$ cat config.mk
export PLATFORM = sky130hd
export DESIGN_NAME = rxdq_dma
export DESIGN_NICKNAME = d
export VERILOG_FILES = /design/src/rxdq_dma.v /design/src/rxdq_status_fmt.v
export VERILOG_INCLUDE_DIRS = /design/src
export SDC_FILE = /design/constraint.sdc
export NUM_CORES = 2
export LEC_CHECK = 0
export BUFFER_PORTS_ARGS = -buffer_cell sky130_fd_sc_hd__buf_2
export CAP_MARGIN = 20
export CELL_PAD_IN_SITES_DETAIL_PLACEMENT = 0
export CELL_PAD_IN_SITES_GLOBAL_PLACEMENT = 2
export CORE_ASPECT_RATIO = 0.8
export CORE_MARGIN = 2
export CORE_UTILIZATION = 35
export CTS_BUF_LIST = sky130_fd_sc_hd__clkbuf_8
export CTS_CLUSTER_SIZE = 20
export DETAILED_ROUTE_END_ITERATION = 8
export GPL_TIMING_DRIVEN = 0
export PLACE_DENSITY_LB_ADDON = 0.1
export SLEW_MARGIN = 20
export SYNTH_ARGS = -nofsm -noshare
export SYNTH_HDL_FRONTEND = slang
export SYNTH_SLANG_ARGS = --single-unit
$ cat constraint.sdc
create_clock -name pclk -period 4.2 [get_ports pclk]
set_clock_uncertainty 0.1 [all_clocks]
set_input_delay 0.21 -clock pclk [delete_from_list [all_inputs] [get_ports pclk]]
set_output_delay 0.21 -clock pclk [all_outputs]
set_load 0.02 [all_outputs]
$ cat src/rxdq_regs.vh
/*
 * Register offsets, descriptor field positions and reset values of the receive descriptor queue DMA.
 * Assumes a 32-bit APB register window and 16-byte aligned descriptors of four words in memory.
 */
`ifndef RXDQ_REGS_VH
`define RXDQ_REGS_VH

// ----------------------------------------------------------------------------
// Per-channel register block, byte offsets inside a channel stride
// ----------------------------------------------------------------------------
`define RXDQ_CH_STRIDE_LOG2 6
`define RXDQ_OFF_STATE_WORD0 6'h00
`define RXDQ_OFF_COMPLETION 6'h04
`define RXDQ_OFF_FIRST_DESC 6'h08
`define RXDQ_OFF_CUR_DESC 6'h0C
`define RXDQ_OFF_CUR_BUF 6'h10
`define RXDQ_OFF_LEN_TRACK 6'h14
`define RXDQ_OFF_ENGINE 6'h18

// ----------------------------------------------------------------------------
// Global control register
// ----------------------------------------------------------------------------
`define RXDQ_OFF_CTRL 12'h100
`define RXDQ_CTRL_EN_BIT 0
`define RXDQ_CTRL_RESET 32'h0000_0000

// ----------------------------------------------------------------------------
// Descriptor word offsets
// ----------------------------------------------------------------------------
`define RXDQ_DESC_NEXT 32'h0000_0000
`define RXDQ_DESC_BUF 32'h0000_0004
`define RXDQ_DESC_LEN 32'h0000_0008
`define RXDQ_DESC_STATUS 32'h0000_000C

// ----------------------------------------------------------------------------
// Status word fields
// ----------------------------------------------------------------------------
`define RXDQ_ST_FIRST_BIT 31
`define RXDQ_ST_LAST_BIT 30
`define RXDQ_ST_OWNER_BIT 29
`define RXDQ_ST_QEND_BIT 28
`define RXDQ_ST_ZERO_BIT 23
`define RXDQ_ST_LEN_MSB 15

`endif

$ cat src/rxdq_dma.v
/*
 * Receive channel of a descriptor-based DMA: moves endpoint FIFO bytes into linked buffers in memory.
 * Assumes an APB master, a word memory port with a one-cycle ack per held request, and a byte FIFO.
 */
// Decided for this implementation: the APB slave port and the register addresses.
`timescale 1ns/1ps
`include "rxdq_regs.vh"

// Operation
// RULE1: Set first flag on packet's first buffer.
// RULE2: Software clears first flag before queuing.
// RULE3: Set last flag on packet's final buffer.
// RULE4: Software clears last flag before queuing.
// RULE5: Software sets ownership on first descriptor.
// RULE6: Clear ownership when packet fully handled.
// RULE7: Set queue end on last queue buffer.
// RULE8: Queue end only together with last flag.
// RULE9: Software clears queue end before queuing.
// RULE10: Set zero flag for empty packet.
// RULE11: Software ignores length when zero flag set.
// RULE12: Packet length only in first descriptor.
// RULE13: Data beyond packet length is not stored.
// RULE14: First, middle and last descriptor marking.
// RULE15: Separate receive state for every channel.
// RULE16: One queue per channel, head and completion.
// RULE17: Per-channel head, completion, pointers, lengths.
// RULE18: Software appends at tail, DMA frees head.
// RULE19: Follow next links through successive buffers.
// RULE20: Zero next pointer ends queue advance.
// RULE21: Descriptors are 16-byte aligned, four words.
// RULE22: Reserved status bits written as zero.
// RULE23: First descriptor status written after data.
module rxdq_dma #(
  parameter NCH = 2,
  parameter CHW = 1
) (
  pclk,
  presetn,
  psel,
  penable,
  pwrite,
  paddr,
  pwdata,
  prdata,
  pready,
  pslverr,
  mem_req,
  mem_we,
  mem_addr,
  mem_be,
  mem_wdata,
  mem_rdata,
  mem_ack,
  fifo_valid,
  fifo_chan,
  fifo_data,
  fifo_last,
  fifo_zero,
  fifo_ready,
  busy
);
  input wire pclk;
  input wire presetn;
  input wire psel;
  input wire penable;
  input wire pwrite;
  input wire [11:0] paddr;
  input wire [31:0] pwdata;
  output reg [31:0] prdata;
  output reg pready;
  output reg pslverr;
  output reg mem_req;
  output reg mem_we;
  output reg [31:0] mem_addr;
  output reg [3:0] mem_be;
  output reg [31:0] mem_wdata;
  input wire [31:0] mem_rdata;
  input wire mem_ack;
  input wire fifo_valid;
  input wire [CHW-1:0] fifo_chan;
  input wire [7:0] fifo_data;
  input wire fifo_last;
  input wire fifo_zero;
  output reg fifo_ready;
  output reg busy;

  // ----------------------------------------------------------------------------
  // States
  // ----------------------------------------------------------------------------
  localparam S_IDLE = 4'h0;
  localparam S_RDNXT = 4'h1;
  localparam S_RDBUF = 4'h2;
  localparam S_RDLEN = 4'h3;
  localparam S_DATA = 4'h4;
  localparam S_WRB = 4'h5;
  localparam S_WRMID = 4'h6;
  localparam S_WRLEN = 4'h7;
  localparam S_WRLAST = 4'h8;
  localparam S_WRFIRST = 4'h9;
  localparam S_DRAIN = 4'hA;

  // ----------------------------------------------------------------------------
  // Per-channel receive state and the global control register
  // ----------------------------------------------------------------------------
  reg [31:0] head_r [0:NCH-1]; // RULE15 RULE16 RULE17
  reg [31:0] comp_r [0:NCH-1];
  reg [31:0] first_r [0:NCH-1];
  reg [31:0] cur_r [0:NCH-1];
  reg [31:0] bufp_r [0:NCH-1];
  reg [31:0] len_r [0:NCH-1];
  reg [31:0] ctrl_r;

  reg [3:0] state_r;
  reg [CHW-1:0] ch_r;
  reg [31:0] next_r;
  reg [15:0] buflen_r;
  reg is_first_r;
  reg single_r;
  reg zero_r;
  reg [7:0] byte_r;
  reg byte_last_r;
  integer i;

  wire [31:0] st_word;
  wire fmt_first;
  wire fmt_last;
  wire [31:0] ch_len;
  wire [15:0] ch_rem;
  wire [15:0] ch_act;
  wire ch_sel_ok;

  assign ch_len = len_r[ch_r];
  assign ch_rem = ch_len[31:16];
  assign ch_act = ch_len[15:0];
  assign fmt_first = (state_r == S_WRFIRST);
  assign fmt_last = (state_r == S_WRFIRST) ? single_r : (state_r == S_WRLAST);
  assign ch_sel_ok = ({{(32-CHW){1'b0}}, fifo_chan} < NCH);

  rxdq_status_fmt u_fmt (
    .first_buffer_flag(fmt_first),
    .last_buffer_flag(fmt_last),
    .queue_end_flag(next_r == 32'h0000_0000), // RULE7
    .zero_byte(zero_r),
    .pkt_len(ch_act),
    .status_word(st_word)
  );

  // ----------------------------------------------------------------------------
  // APB decode
  // ----------------------------------------------------------------------------
  function [2:0] reg_sel;
    input [5:0] off;
    begin
      case (off)
        `RXDQ_OFF_STATE_WORD0: reg_sel = 3'h0;
        `RXDQ_OFF_COMPLETION: reg_sel = 3'h1;
        `RXDQ_OFF_FIRST_DESC: reg_sel = 3'h2;
        `RXDQ_OFF_CUR_DESC: reg_sel = 3'h3;
        `RXDQ_OFF_CUR_BUF: reg_sel = 3'h4;
        `RXDQ_OFF_LEN_TRACK: reg_sel = 3'h5;
        `RXDQ_OFF_ENGINE: reg_sel = 3'h6;
        default: reg_sel = 3'h7;
      endcase
    end
  endfunction

  wire [CHW-1:0] a_ch;
  wire [2:0] a_sel;
  wire a_ctrl;
  wire a_chan_ok;
  wire a_ok;
  wire apb_setup;
  wire apb_wr;
  reg [31:0] rd_mux;

  assign a_ch = paddr[`RXDQ_CH_STRIDE_LOG2+CHW-1:`RXDQ_CH_STRIDE_LOG2];
  assign a_sel = reg_sel(paddr[5:0]);
  assign a_ctrl = (paddr == `RXDQ_OFF_CTRL);
  assign a_chan_ok = (paddr[11:`RXDQ_CH_STRIDE_LOG2+CHW] == {(12-`RXDQ_CH_STRIDE_LOG2-CHW){1'b0}}) &&
                     ({{(32-CHW){1'b0}}, a_ch} < NCH) && (a_sel != 3'h7);
  assign a_ok = a_ctrl || a_chan_ok;
  assign apb_setup = psel && !penable;
  assign apb_wr = psel && penable && pready && pwrite && a_ok && !pslverr;

  always @* begin
    rd_mux = 32'h0000_0000;
    if (a_ctrl) begin
      rd_mux = ctrl_r;
    end else if (a_chan_ok) begin
      case (a_sel)
        3'h0: rd_mux = head_r[a_ch];
        3'h1: rd_mux = comp_r[a_ch];
        3'h2: rd_mux = first_r[a_ch];
        3'h3: rd_mux = cur_r[a_ch];
        3'h4: rd_mux = bufp_r[a_ch];
        3'h5: rd_mux = len_r[a_ch];
        3'h6: rd_mux = {24'h00_0000, (state_r != S_IDLE) && (ch_r == a_ch), 3'h0, state_r};
        default: rd_mux = 32'h0000_0000;
      endcase
    end
  end

  // Answers are registered at the setup edge, so every access completes with no wait state.
  always @(posedge pclk or negedge presetn) begin
    if (!presetn) begin
      prdata <= 32'h0000_0000;
      pready <= 1'b0;
      pslverr <= 1'b0;
    end else begin
      pready <= apb_setup;
      pslverr <= apb_setup && !a_ok;
      if (apb_setup && !pwrite) begin
        prdata <= rd_mux;
      end
    end
  end

  // ----------------------------------------------------------------------------
  // Engine and state write-back
  // ----------------------------------------------------------------------------
  // Engine updates win over a same-cycle software write to the active channel, so that a
  // head or completion pointer moved by the hardware is never lost.
  always @(posedge pclk or negedge presetn) begin
    if (!presetn) begin
      for (i = 0; i < NCH; i = i + 1) begin
        head_r[i] <= 32'h0000_0000;
        comp_r[i] <= 32'h0000_0000;
        first_r[i] <= 32'h0000_0000;
        cur_r[i] <= 32'h0000_0000;
        bufp_r[i] <= 32'h0000_0000;
        len_r[i] <= 32'h0000_0000;
      end
      ctrl_r <= `RXDQ_CTRL_RESET;
      state_r <= S_IDLE;
      ch_r <= {CHW{1'b0}};
      next_r <= 32'h0000_0000;
      buflen_r <= 16'h0000;
      is_first_r <= 1'b0;
      single_r <= 1'b0;
      zero_r <= 1'b0;
      byte_r <= 8'h00;
      byte_last_r <= 1'b0;
      mem_req <= 1'b0;
      mem_we <= 1'b0;
      mem_addr <= 32'h0000_0000;
      mem_be <= 4'h0;
      mem_wdata <= 32'h0000_0000;
      fifo_ready <= 1'b0;
      busy <= 1'b0;
    end else begin
      if (apb_wr) begin
        if (a_ctrl) begin
          ctrl_r <= {31'h0000_0000, pwdata[`RXDQ_CTRL_EN_BIT]};
        end else begin
          case (a_sel)
            3'h0: head_r[a_ch] <= pwdata; // RULE18
            3'h1: comp_r[a_ch] <= pwdata;
            3'h2: first_r[a_ch] <= pwdata;
            3'h3: cur_r[a_ch] <= pwdata;
            3'h4: bufp_r[a_ch] <= pwdata;
            3'h5: len_r[a_ch] <= pwdata;
            default: ;
          endcase
        end
      end
      busy <= (state_r != S_IDLE);
      case (state_r)
        S_IDLE: begin
          if (fifo_valid && ch_sel_ok && ctrl_r[`RXDQ_CTRL_EN_BIT] && (head_r[fifo_chan] != 32'h0000_0000)) begin
            ch_r <= fifo_chan;
            first_r[fifo_chan] <= head_r[fifo_chan];
            cur_r[fifo_chan] <= head_r[fifo_chan];
            len_r[fifo_chan] <= 32'h0000_0000;
            is_first_r <= 1'b1;
            single_r <= 1'b1;
            zero_r <= 1'b0;
            state_r <= S_RDNXT;
          end
        end
        S_RDNXT: begin
          if (mem_ack) begin
            mem_req <= 1'b0;
            next_r <= mem_rdata; // RULE19
            state_r <= S_RDBUF;
          end else if (!mem_req) begin
            mem_req <= 1'b1;
            mem_we <= 1'b0;
            mem_be <= 4'hF;
            mem_addr <= cur_r[ch_r] + `RXDQ_DESC_NEXT;
          end
        end
        S_RDBUF: begin
          if (mem_ack) begin
            mem_req <= 1'b0;
            bufp_r[ch_r] <= mem_rdata;
            state_r <= S_RDLEN;
          end else if (!mem_req) begin
            mem_req <= 1'b1;
            mem_addr <= cur_r[ch_r] + `RXDQ_DESC_BUF;
          end
        end
        S_RDLEN: begin
          if (mem_ack) begin
            mem_req <= 1'b0;
            buflen_r <= mem_rdata[15:0];
            len_r[ch_r] <= {mem_rdata[15:0], ch_act};
            state_r <= S_DATA;
            fifo_ready <= 1'b1;
          end else if (!mem_req) begin
            mem_req <= 1'b1;
            mem_addr <= cur_r[ch_r] + `RXDQ_DESC_LEN;
          end
        end
        S_DATA: begin
          if (fifo_valid && fifo_ready) begin
            fifo_ready <= 1'b0;
            if (fifo_zero) begin
              zero_r <= (ch_act == 16'h0000); // RULE10
              state_r <= S_WRLEN;
            end else if (ch_rem == 16'h0000) begin
              state_r <= S_DRAIN; // RULE13
              fifo_ready <= !fifo_last;
              if (fifo_last) begin
                state_r <= S_WRLEN;
              end
            end else begin
              byte_r <= fifo_data;
              byte_last_r <= fifo_last;
              state_r <= S_WRB;
            end
          end
        end
        S_WRB: begin
          if (mem_ack) begin
            mem_req <= 1'b0;
            mem_we <= 1'b0;
            bufp_r[ch_r] <= bufp_r[ch_r] + 32'h0000_0001;
            len_r[ch_r] <= {ch_rem - 16'h0001, ch_act + 16'h0001};
            if (byte_last_r) begin
              state_r <= S_WRLEN;
            end else if (ch_rem != 16'h0001) begin
              state_r <= S_DATA;
              fifo_ready <= 1'b1;
            end else if (next_r == 32'h0000_0000) begin
              state_r <= S_DRAIN; // RULE20
              fifo_ready <= 1'b1;
            end else begin
              state_r <= S_WRMID;
            end
          end else if (!mem_req) begin
            mem_req <= 1'b1;
            mem_we <= 1'b1;
            mem_addr <= {bufp_r[ch_r][31:2], 2'b00};
            mem_be <= 4'h1 << bufp_r[ch_r][1:0];
            mem_wdata <= {4{byte_r}};
          end
        end
        S_DRAIN: begin
          // Bytes with no buffer left are dropped; the packet is closed with what was stored.
          if (fifo_valid && fifo_ready && fifo_last) begin
            fifo_ready <= 1'b0;
            state_r <= S_WRLEN;
          end
        end
        S_WRMID: begin
          if (is_first_r || mem_ack) begin
            mem_req <= 1'b0;
            mem_we <= 1'b0;
            is_first_r <= 1'b0;
            single_r <= 1'b0;
            cur_r[ch_r] <= next_r; // RULE19
            state_r <= S_RDNXT;
          end else if (!mem_req) begin
            mem_req <= 1'b1;
            mem_we <= 1'b1;
            mem_be <= 4'hF;
            mem_addr <= cur_r[ch_r] + `RXDQ_DESC_STATUS;
            mem_wdata <= st_word; // RULE14
          end
        end
        S_WRLEN: begin
          if (mem_ack) begin
            mem_req <= 1'b0;
            mem_we <= 1'b0;
            state_r <= is_first_r ? S_WRFIRST : S_WRLAST;
          end else if (!mem_req) begin
            mem_req <= 1'b1;
            mem_we <= 1'b1;
            mem_be <= 4'hF;
            mem_addr <= cur_r[ch_r] + `RXDQ_DESC_LEN;
            mem_wdata <= {16'h0000, buflen_r - ch_rem};
          end
        end
        S_WRLAST: begin
          if (mem_ack) begin
            mem_req <= 1'b0;
            mem_we <= 1'b0;
            state_r <= S_WRFIRST;
          end else if (!mem_req) begin
            mem_req <= 1'b1;
            mem_we <= 1'b1;
            mem_addr <= cur_r[ch_r] + `RXDQ_DESC_STATUS;
            mem_wdata <= st_word; // RULE3 RULE7 RULE8
          end
        end
        S_WRFIRST: begin
          if (mem_ack) begin
            mem_req <= 1'b0;
            mem_we <= 1'b0;
            comp_r[ch_r] <= cur_r[ch_r];
            head_r[ch_r] <= next_r; // RULE18 RULE20
            state_r <= S_IDLE;
          end else if (!mem_req) begin
            mem_req <= 1'b1;
            mem_we <= 1'b1;
            mem_addr <= first_r[ch_r] + `RXDQ_DESC_STATUS;
            mem_wdata <= st_word; // RULE1 RULE6 RULE12 RULE23
          end
        end
        default: state_r <= S_IDLE;
      endcase
    end
  end
endmodule // rxdq_dma

$ cat src/rxdq_status_fmt.v
/*
 * Builds the status word written back into a receive descriptor.
 * Passes the queue end input on only together with the last buffer input; the caller may raise it alone.
 */
`timescale 1ns/1ps
`include "rxdq_regs.vh"

module rxdq_status_fmt (
  first_buffer_flag,
  last_buffer_flag,
  queue_end_flag,
  zero_byte,
  pkt_len,
  status_word
);
  input wire first_buffer_flag;
  input wire last_buffer_flag;
  input wire queue_end_flag;
  input wire zero_byte;
  input wire [15:0] pkt_len;
  output reg [31:0] status_word;

  always @* begin
    status_word = 32'h0000_0000; // RULE22
    status_word[`RXDQ_ST_FIRST_BIT] = first_buffer_flag; // RULE1
    status_word[`RXDQ_ST_LAST_BIT] = last_buffer_flag; // RULE3
    status_word[`RXDQ_ST_OWNER_BIT] = 1'b0; // RULE6
    status_word[`RXDQ_ST_QEND_BIT] = queue_end_flag & last_buffer_flag; // RULE8
    status_word[`RXDQ_ST_ZERO_BIT] = zero_byte & first_buffer_flag; // RULE10
    if (first_buffer_flag) begin
      status_word[`RXDQ_ST_LEN_MSB:0] = pkt_len; // RULE12
    end
  end
endmodule // rxdq_status_fmt

After elaboration in Yosys (flattened, before gate mapping)
Index checks and enable logic that the tools add are counted.
{ "op_classes": {"n_bitwise": 9, "order_cmp": 6, "eq_ne": 55, "muxes": 169, "shift": 1, "reduce_logical": 58, "n_addsub": 8} }
{ "op_table": {"columns": ["operator", "n"], "rows": [
  ["$mux 64", 31],
  ["$mux 32", 60],
  ["$bwmux 64", 15],
  ["$pmux 32 s7", 2],
  ["$pmux 64 s2", 2],
  ["$pmux 64 s3", 1],
  ["$pmux 32 s5", 1],
  ["$add 32x4->32 const B", 3],
  ["$demux 32 s1", 3],
  ["$mux 4", 22],
  ["$and 64x64->64", 1],
  ["$not 64->64", 1],
  ["$ne 2x2->1 const B", 28],
  ["$pmux 4 s11", 1],
  ["$add 32x1->32 const B", 1],
  ["$add 32x3->32 const B", 1],
  ["$logic_not 16->1", 2],
  ["$logic_not 32->1", 1],
  ["$reduce_bool 32->1", 1],
  ["$mux 1", 23],
  ["$pmux 3 s7", 1],
  ["$eq 6x5->1 const B", 3],
  ["$logic_and 1x1->1", 17],
  ["$add 16x1->16 const B", 1],
  ["49 further kinds", 84]
]} }
{ "totals": {"reg_bits": 555, "input_bits": 94} }

Longest topological paths before layout
{ "logic_depth": {"depth_word": 12, "mapped_depth": 21} }

By module
From an unflattened synthesis, not the netlist that was laid out.
{ "unflattened": {"hier_cells": 4108, "hier_area_um2": 37289.5} }
{ "by_module_without_submodules": {"columns": ["module", "cells_per_inst", "n_inst", "area_per_inst_um2", "seq_area_each_um2"], "rows": [
  ["rxdq_dma", 4074, 1, 37040.5, 13888.3],
  ["rxdq_status_fmt", 34, 1, 249.0, 0.0]
]} }

Worst setup path after synthesis
No wires, ideal clock.
{ "synth_timing": {"path_type": "reg-to-reg", "from": "register ch_r", "to": "register mem_wdata[10]", "setup_ns": 0.133, "n_path_buf": 9, "arrival_ns": 4.150, "path_stages_with_launch": 22, "period_less_slack_ns": 4.383, "path_slack_ns": -0.183, "path_cell_list": "dfrtp_1 > buf_6 > buf_6 > buf_4 > buf_4 > buf_2 > buf_2 > buf_4 > buf_2 > buf_2 > mux2i_1 > inv_1 > ha_1 > inv_1 > fa_1 > a211o_1 > a21oi_1 > o21ai_0 > a41oi_1 > xnor2_1 > a222oi_1 > o21ai_0"} }
{ "synth_via": {"elab_chain_cells": 8, "word_cells_on_any_way": 14} }
{ "synth_rtl": {"columns": ["item", "line_no", "text"], "rows": [
  ["from (decl)", "rxdq_dma.v:114", "reg [CHW-1:0] ch_r;"],
  ["from (signal assigned)", "rxdq_dma.v:235", "ch_r <= {CHW{1'b0}};"],
  ["from (signal assigned)", "rxdq_dma.v:270", "ch_r <= fifo_chan;"],
  ["$not 1->2 (implied by the code) *", "rxdq_dma.v:132", "assign ch_len = len_r[ch_r];"],
  ["$mux 32 (implied by the code) * (3 in a row)", "rxdq_dma.v:132", null],
  ["$sub 16x16->16 / $mux 16 (equally long branches)", "rxdq_dma.v:391, rxdq_status_fmt.v:30", null],
  ["$mux 32 (on tied branches) (2 in a row)", null, null],
  ["$pmux 32 s5 *", "rxdq_dma.v:267", "case (state_r)"],
  ["to (signal assigned)", "rxdq_dma.v:378", "mem_wdata <= st_word;"],
  ["to (signal assigned)", "rxdq_dma.v:391", "mem_wdata <= {16'h0000, buflen_r - ch_rem};"],
  ["to (signal assigned)", "rxdq_dma.v:403", "mem_wdata <= st_word;"],
  ["to (decl)", "rxdq_dma.v:76", "output reg [31:0] mem_wdata;"]
]} }
Every way passes the cells marked *; elsewhere a longest branch is shown, timed or not. The select of a mux whose other input is x is not followed.
A chain may end at the register's enable or synchronous reset.

Worst setup path in the final report
{ "layout_timing": {"from": "register head_r[50] (netlist name)", "to": "register cur_r[31] (netlist name)"} }
{ "layout_via": {"elab_chain_cells": 7} }
{ "layout_rtl": {"columns": ["item", "line_no", "text"], "rows": [
  ["from (decl)", "rxdq_dma.v:105", "reg [31:0] head_r [0:NCH-1];"],
  ["from (signal, indexed assignment)", "rxdq_dma.v:256", "3'h0: head_r[a_ch] <= pwdata;"],
  ["from (signal, indexed assignment)", "rxdq_dma.v:411", "head_r[ch_r] <= next_r;"],
  ["$mux 32 (implied by the code) (3 in a row)", "rxdq_dma.v:269", "if (fifo_valid && ch_sel_ok && ctrl_r[`RXDQ_CTRL_EN_BIT] && (head_r[fifo_chan] != 32'h0000_0000)) begin"],
  ["$reduce_bool 32->1", "rxdq_dma.v:269", null],
  ["$logic_and 1x1->1", "rxdq_dma.v:269", null],
  ["$mux 64", "rxdq_dma.v:269", null],
  ["$pmux 64 s2", "rxdq_dma.v:267", null],
  ["to (signal, indexed assignment)", "rxdq_dma.v:259", "3'h3: cur_r[a_ch] <= pwdata;"],
  ["to (signal, indexed assignment)", "rxdq_dma.v:272", "cur_r[fifo_chan] <= head_r[fifo_chan];"],
  ["to (signal, indexed assignment)", "rxdq_dma.v:371", "cur_r[ch_r] <= next_r;"],
  ["to (decl)", "rxdq_dma.v:108", "reg [31:0] cur_r [0:NCH-1];"]
]} }
Every way passes these cells. The select of a mux whose other input is x is not followed.

==> results.py <==
metrics = {
    "status": {
        "outcome": "finished with violations",
        "violations": "DRC, setup timing",
    },
    "critical_path": {
        "endpoint_kind": "flop",
        "cp_max_fo": 11,
        "crit_arrival_ns": 4.96,
        "startpoint_type": "flop",
        "critical_path_class": "flop to flop",
        "critPathRequiredTime_ns": 4.79,
    },
    "sta": {
        "finalHoldViolCount": 0,
        "period_minus_slack_ns": 4.37,
        "fin_setup_tns_ns": -3.09,
        "tightest_slew_ns": 1.35,
        "setup_viol": 60,
        "period_share_pct": 104,
        "slew_headroom_pct": 9.76,
        "slew_viol_final": 0,
        "fin_ws_ns": -0.171,
        "fmax_mhz": 229,
        "rsz0062_at_grt": "yes",
        "hold_ws_ns": 0.0620,
    },
    "yosys": {
        "avgSynthCellArea_um2": 9.08,
        "synth_seq_area_share_pct": 37.7,
        "synth_cell_types": 94,
        "synthArstFlopShare_pct": 100,
        "syn-cell-area_um2": 36500,
        "synth_seq_cells": 550,
        "synth_edf_count": 0,
        "yosys_most_used_dff": "dfrtp_1",
        "synth_nets": 4144,
        "syn_inst": 4023,
        "yosysWarnings": 0,
    },
    "placement": {
        "port_buffers": 199,
        "dpl_cell_area_um2": 39600,
        "hpwl_um": 205000,
        "dp_slack_ns": -1.90,
        "place_congestion": 1.07,
    },
    "final_layout": {
        "drive_gt1_share_pct": 15.9,
        "nets": 4570,
        "layout_commonest_cell": "dfrtp_1",
        "fin_util_pct": 41.9,
        "area_growth_pct": 18.2,
        "fin_area_um2": 43200,
        "final_cell_mix": "550 x dfrtp_1, 477 x mux2i_1, 391 x nand2_1",
        "fill_cells": 10600,
    },
    "grt": {
        "grt_use_total_pct": 47.6,
        "grt.overflow.total": 0,
        "grt_pass1_wl_um": 344000,
        "grt_start_max_net_pins": 89,
        "grt_pass1_vias": 37500,
        "grt_antenna_before_repair": 28,
    },
    "pwr": {
        "leakagePower_nw": 17.1,
        "ir_drop_v": 0.000356,
        "powerDensity_nw_per_um2": 589,
    },
    "drt": {
        "dr.pass1.iters": 9,
        "num_vias": 41100,
        "drtIter0Drc": 6760,
        "ant_nets": 0,
        "vias_per_cell": 6.91,
        "wire_per_inst_um": 43.9,
        "drt-total-wl_um": 261000,
        "drcViolationCount": 17,
    },
    "die": {
        "rows": 105,
        "dieHeight_um": 293,
        "coreArea_um2": 103000,
        "fp.dieArea_um2": 107000,
        "die_x_um": 365,
        "ioPinCount": 200,
        "initial_core_util_pct": 35.5,
    },
    "clock_network": {
        "clk_path_buf_depth": 3,
        "cts_sinks": 550,
        "insertion_delay_ns": 0.89,
        "clockRootBuffer": "clkbuf_8",
        "cts_tree": "built",
        "cts_buffers": 103,
        "cts_htree_levels": 3,
        "path_clk_slew_ns": 0.06,
    },
    "min_path": {
        "hold_path.class": "input port to flop",
    },
    "run": {
        "cap_viol_max_count": 0,
    },
}
logic make-up after synthesis:
logic type / share of synthesized area [%]
AO/OA/AOI/OAI: 22.9
AND/OR/NAND/NOR: 14.2
multiplexers: 17.2
flip-flops: 37.7
buffers and inverters: 4.42
XOR/XNOR: 2.59
adder cells (fa/ha/maj): 0.946
per-layer routing:
layer	vias up	GRT usage, %	wire length [um]
li1	16100	-	-
met1	20900	64.7	106000
met2	3381	62.3	99000
met3	708	19.6	36700
met4	6	27.9	18900
met5	-	0	43
layout make-up:
class,count,area [um2],share of cell area (%)
Antenna cell,24,60.1,0.139
Buffer,345,1610,3.74
Clock buffer,135,1860,4.30
Clock inverter,52,284,0.658
Inverter,36,136,0.316
Multi-Input combinational cell,3087,21400,49.5
Sequential cell,550,13800,31.9
Tap cell,1391,1740,4.03
Timing Repair Buffer,326,2360,5.46
synthesized netlist by cell type, drive strengths merged, types with 11 or more instances:
master  instances  area (um2)
a211o          35         307
a211oi         40         300
a21boi         16         128
a21o           26         195
a21oi         228        1140
a221oi         57         512
a222oi         34         340
a22o           58         508
a22oi          74         561
a31oi          31         194
and2           17         106
and3           18         113
buf           101         544
clkbuf        249         935
dfrtp         550       13800
ha             26         325
inv            35         131
mux2          126        1420
mux2i         486        4860
nand2         393        1480
nand2b         12        75.1
nand3          77         395
nand3b         26         195
nand4          57         363
nor2          288        1080
nor2b          18         113
nor3           57         305
nor3b          11        82.6
nor4           56         397
o211ai         78         591
o21a           16         120
o21ai         359        1800
o221ai         21         184
o22ai          41         263
o311ai         34         298
o31a           12         105
o31ai          15         113
or3            11        73.8
xnor2          74         648
xor2           34         298
stage by stage:
stage,cells,power (mW)
final,5946,25.4
after global routing,5927,26.1
after CTS,5910,24.8
after detailed placement,5626,18.9
after global placement,5613,18.8
after floorplan,4023,13.6
worst max-delay path, cell delays in order, from the launching register on:
cell,delay [ns]
dfrtp_1,0.50
nor4_1,1.10
nand4_1,0.41
nor2_1,0.19
o22a_1,0.25
nor4_2,0.11
buf_4,0.19
clkbuf_1,0.34
clkbuf_1,0.54
nand2_1,0.25
o311ai_0,0.17
path summary, 6_finish.rpt:
path                       slack (ns)                        to  depth (start not counted)                     from
min                              0.06   byte_last_r$_DFFE_PN0P_                          4                fifo_last
min in group asynchronous        0.41  mem_addr[15]$_DFFE_PN0P_                          4                  presetn
max in group asynchronous        2.37       comp_r[9]$_DFF_PN0_                          6                  presetn
min reg2reg                      0.37   mem_addr[4]$_DFFE_PN0P_                          2  mem_addr[4]$_DFFE_PN0P_
max reg2reg                     -0.17       cur_r[31]$_DFF_PN0_                         10     head_r[50]$_DFF_PN0_
max                             -0.17       cur_r[31]$_DFF_PN0_                         10     head_r[50]$_DFF_PN0_
state kept, by name, summed over array words and instances (netlist names), 4 cells and up:
name and count:
buflen_r 16, state_r 4, mem_wdata 27, bufp_r 64, byte_r 8, mem_addr 32
first_r 64, cur_r 64, next_r 32, head_r 64, mem_be 4, prdata 32
len_r 64, comp_r 64
power by group:
group | internal [mW] | leakage, nW | switching [mW]
clock | 2.94 | 1.25 | 2.85
sequential | 6.43 | 7.34 | 2.33
combinational | 3.48 | 8.51 | 7.41
total | 12.9 | 17.1 | 12.6
repair_timing:
item / CTS / global route
setup endpoints to repair: 320 / 165
buffers inserted: 6 / 13
pin swaps: 3 / 10
endpoints found under the hold margin: 501 / 0
hold buffers: 94 / 0
gates resized for setup: 58 / 44
gates cloned: 0 / 0
Note: power is estimated with default switching activity, not from simulation.
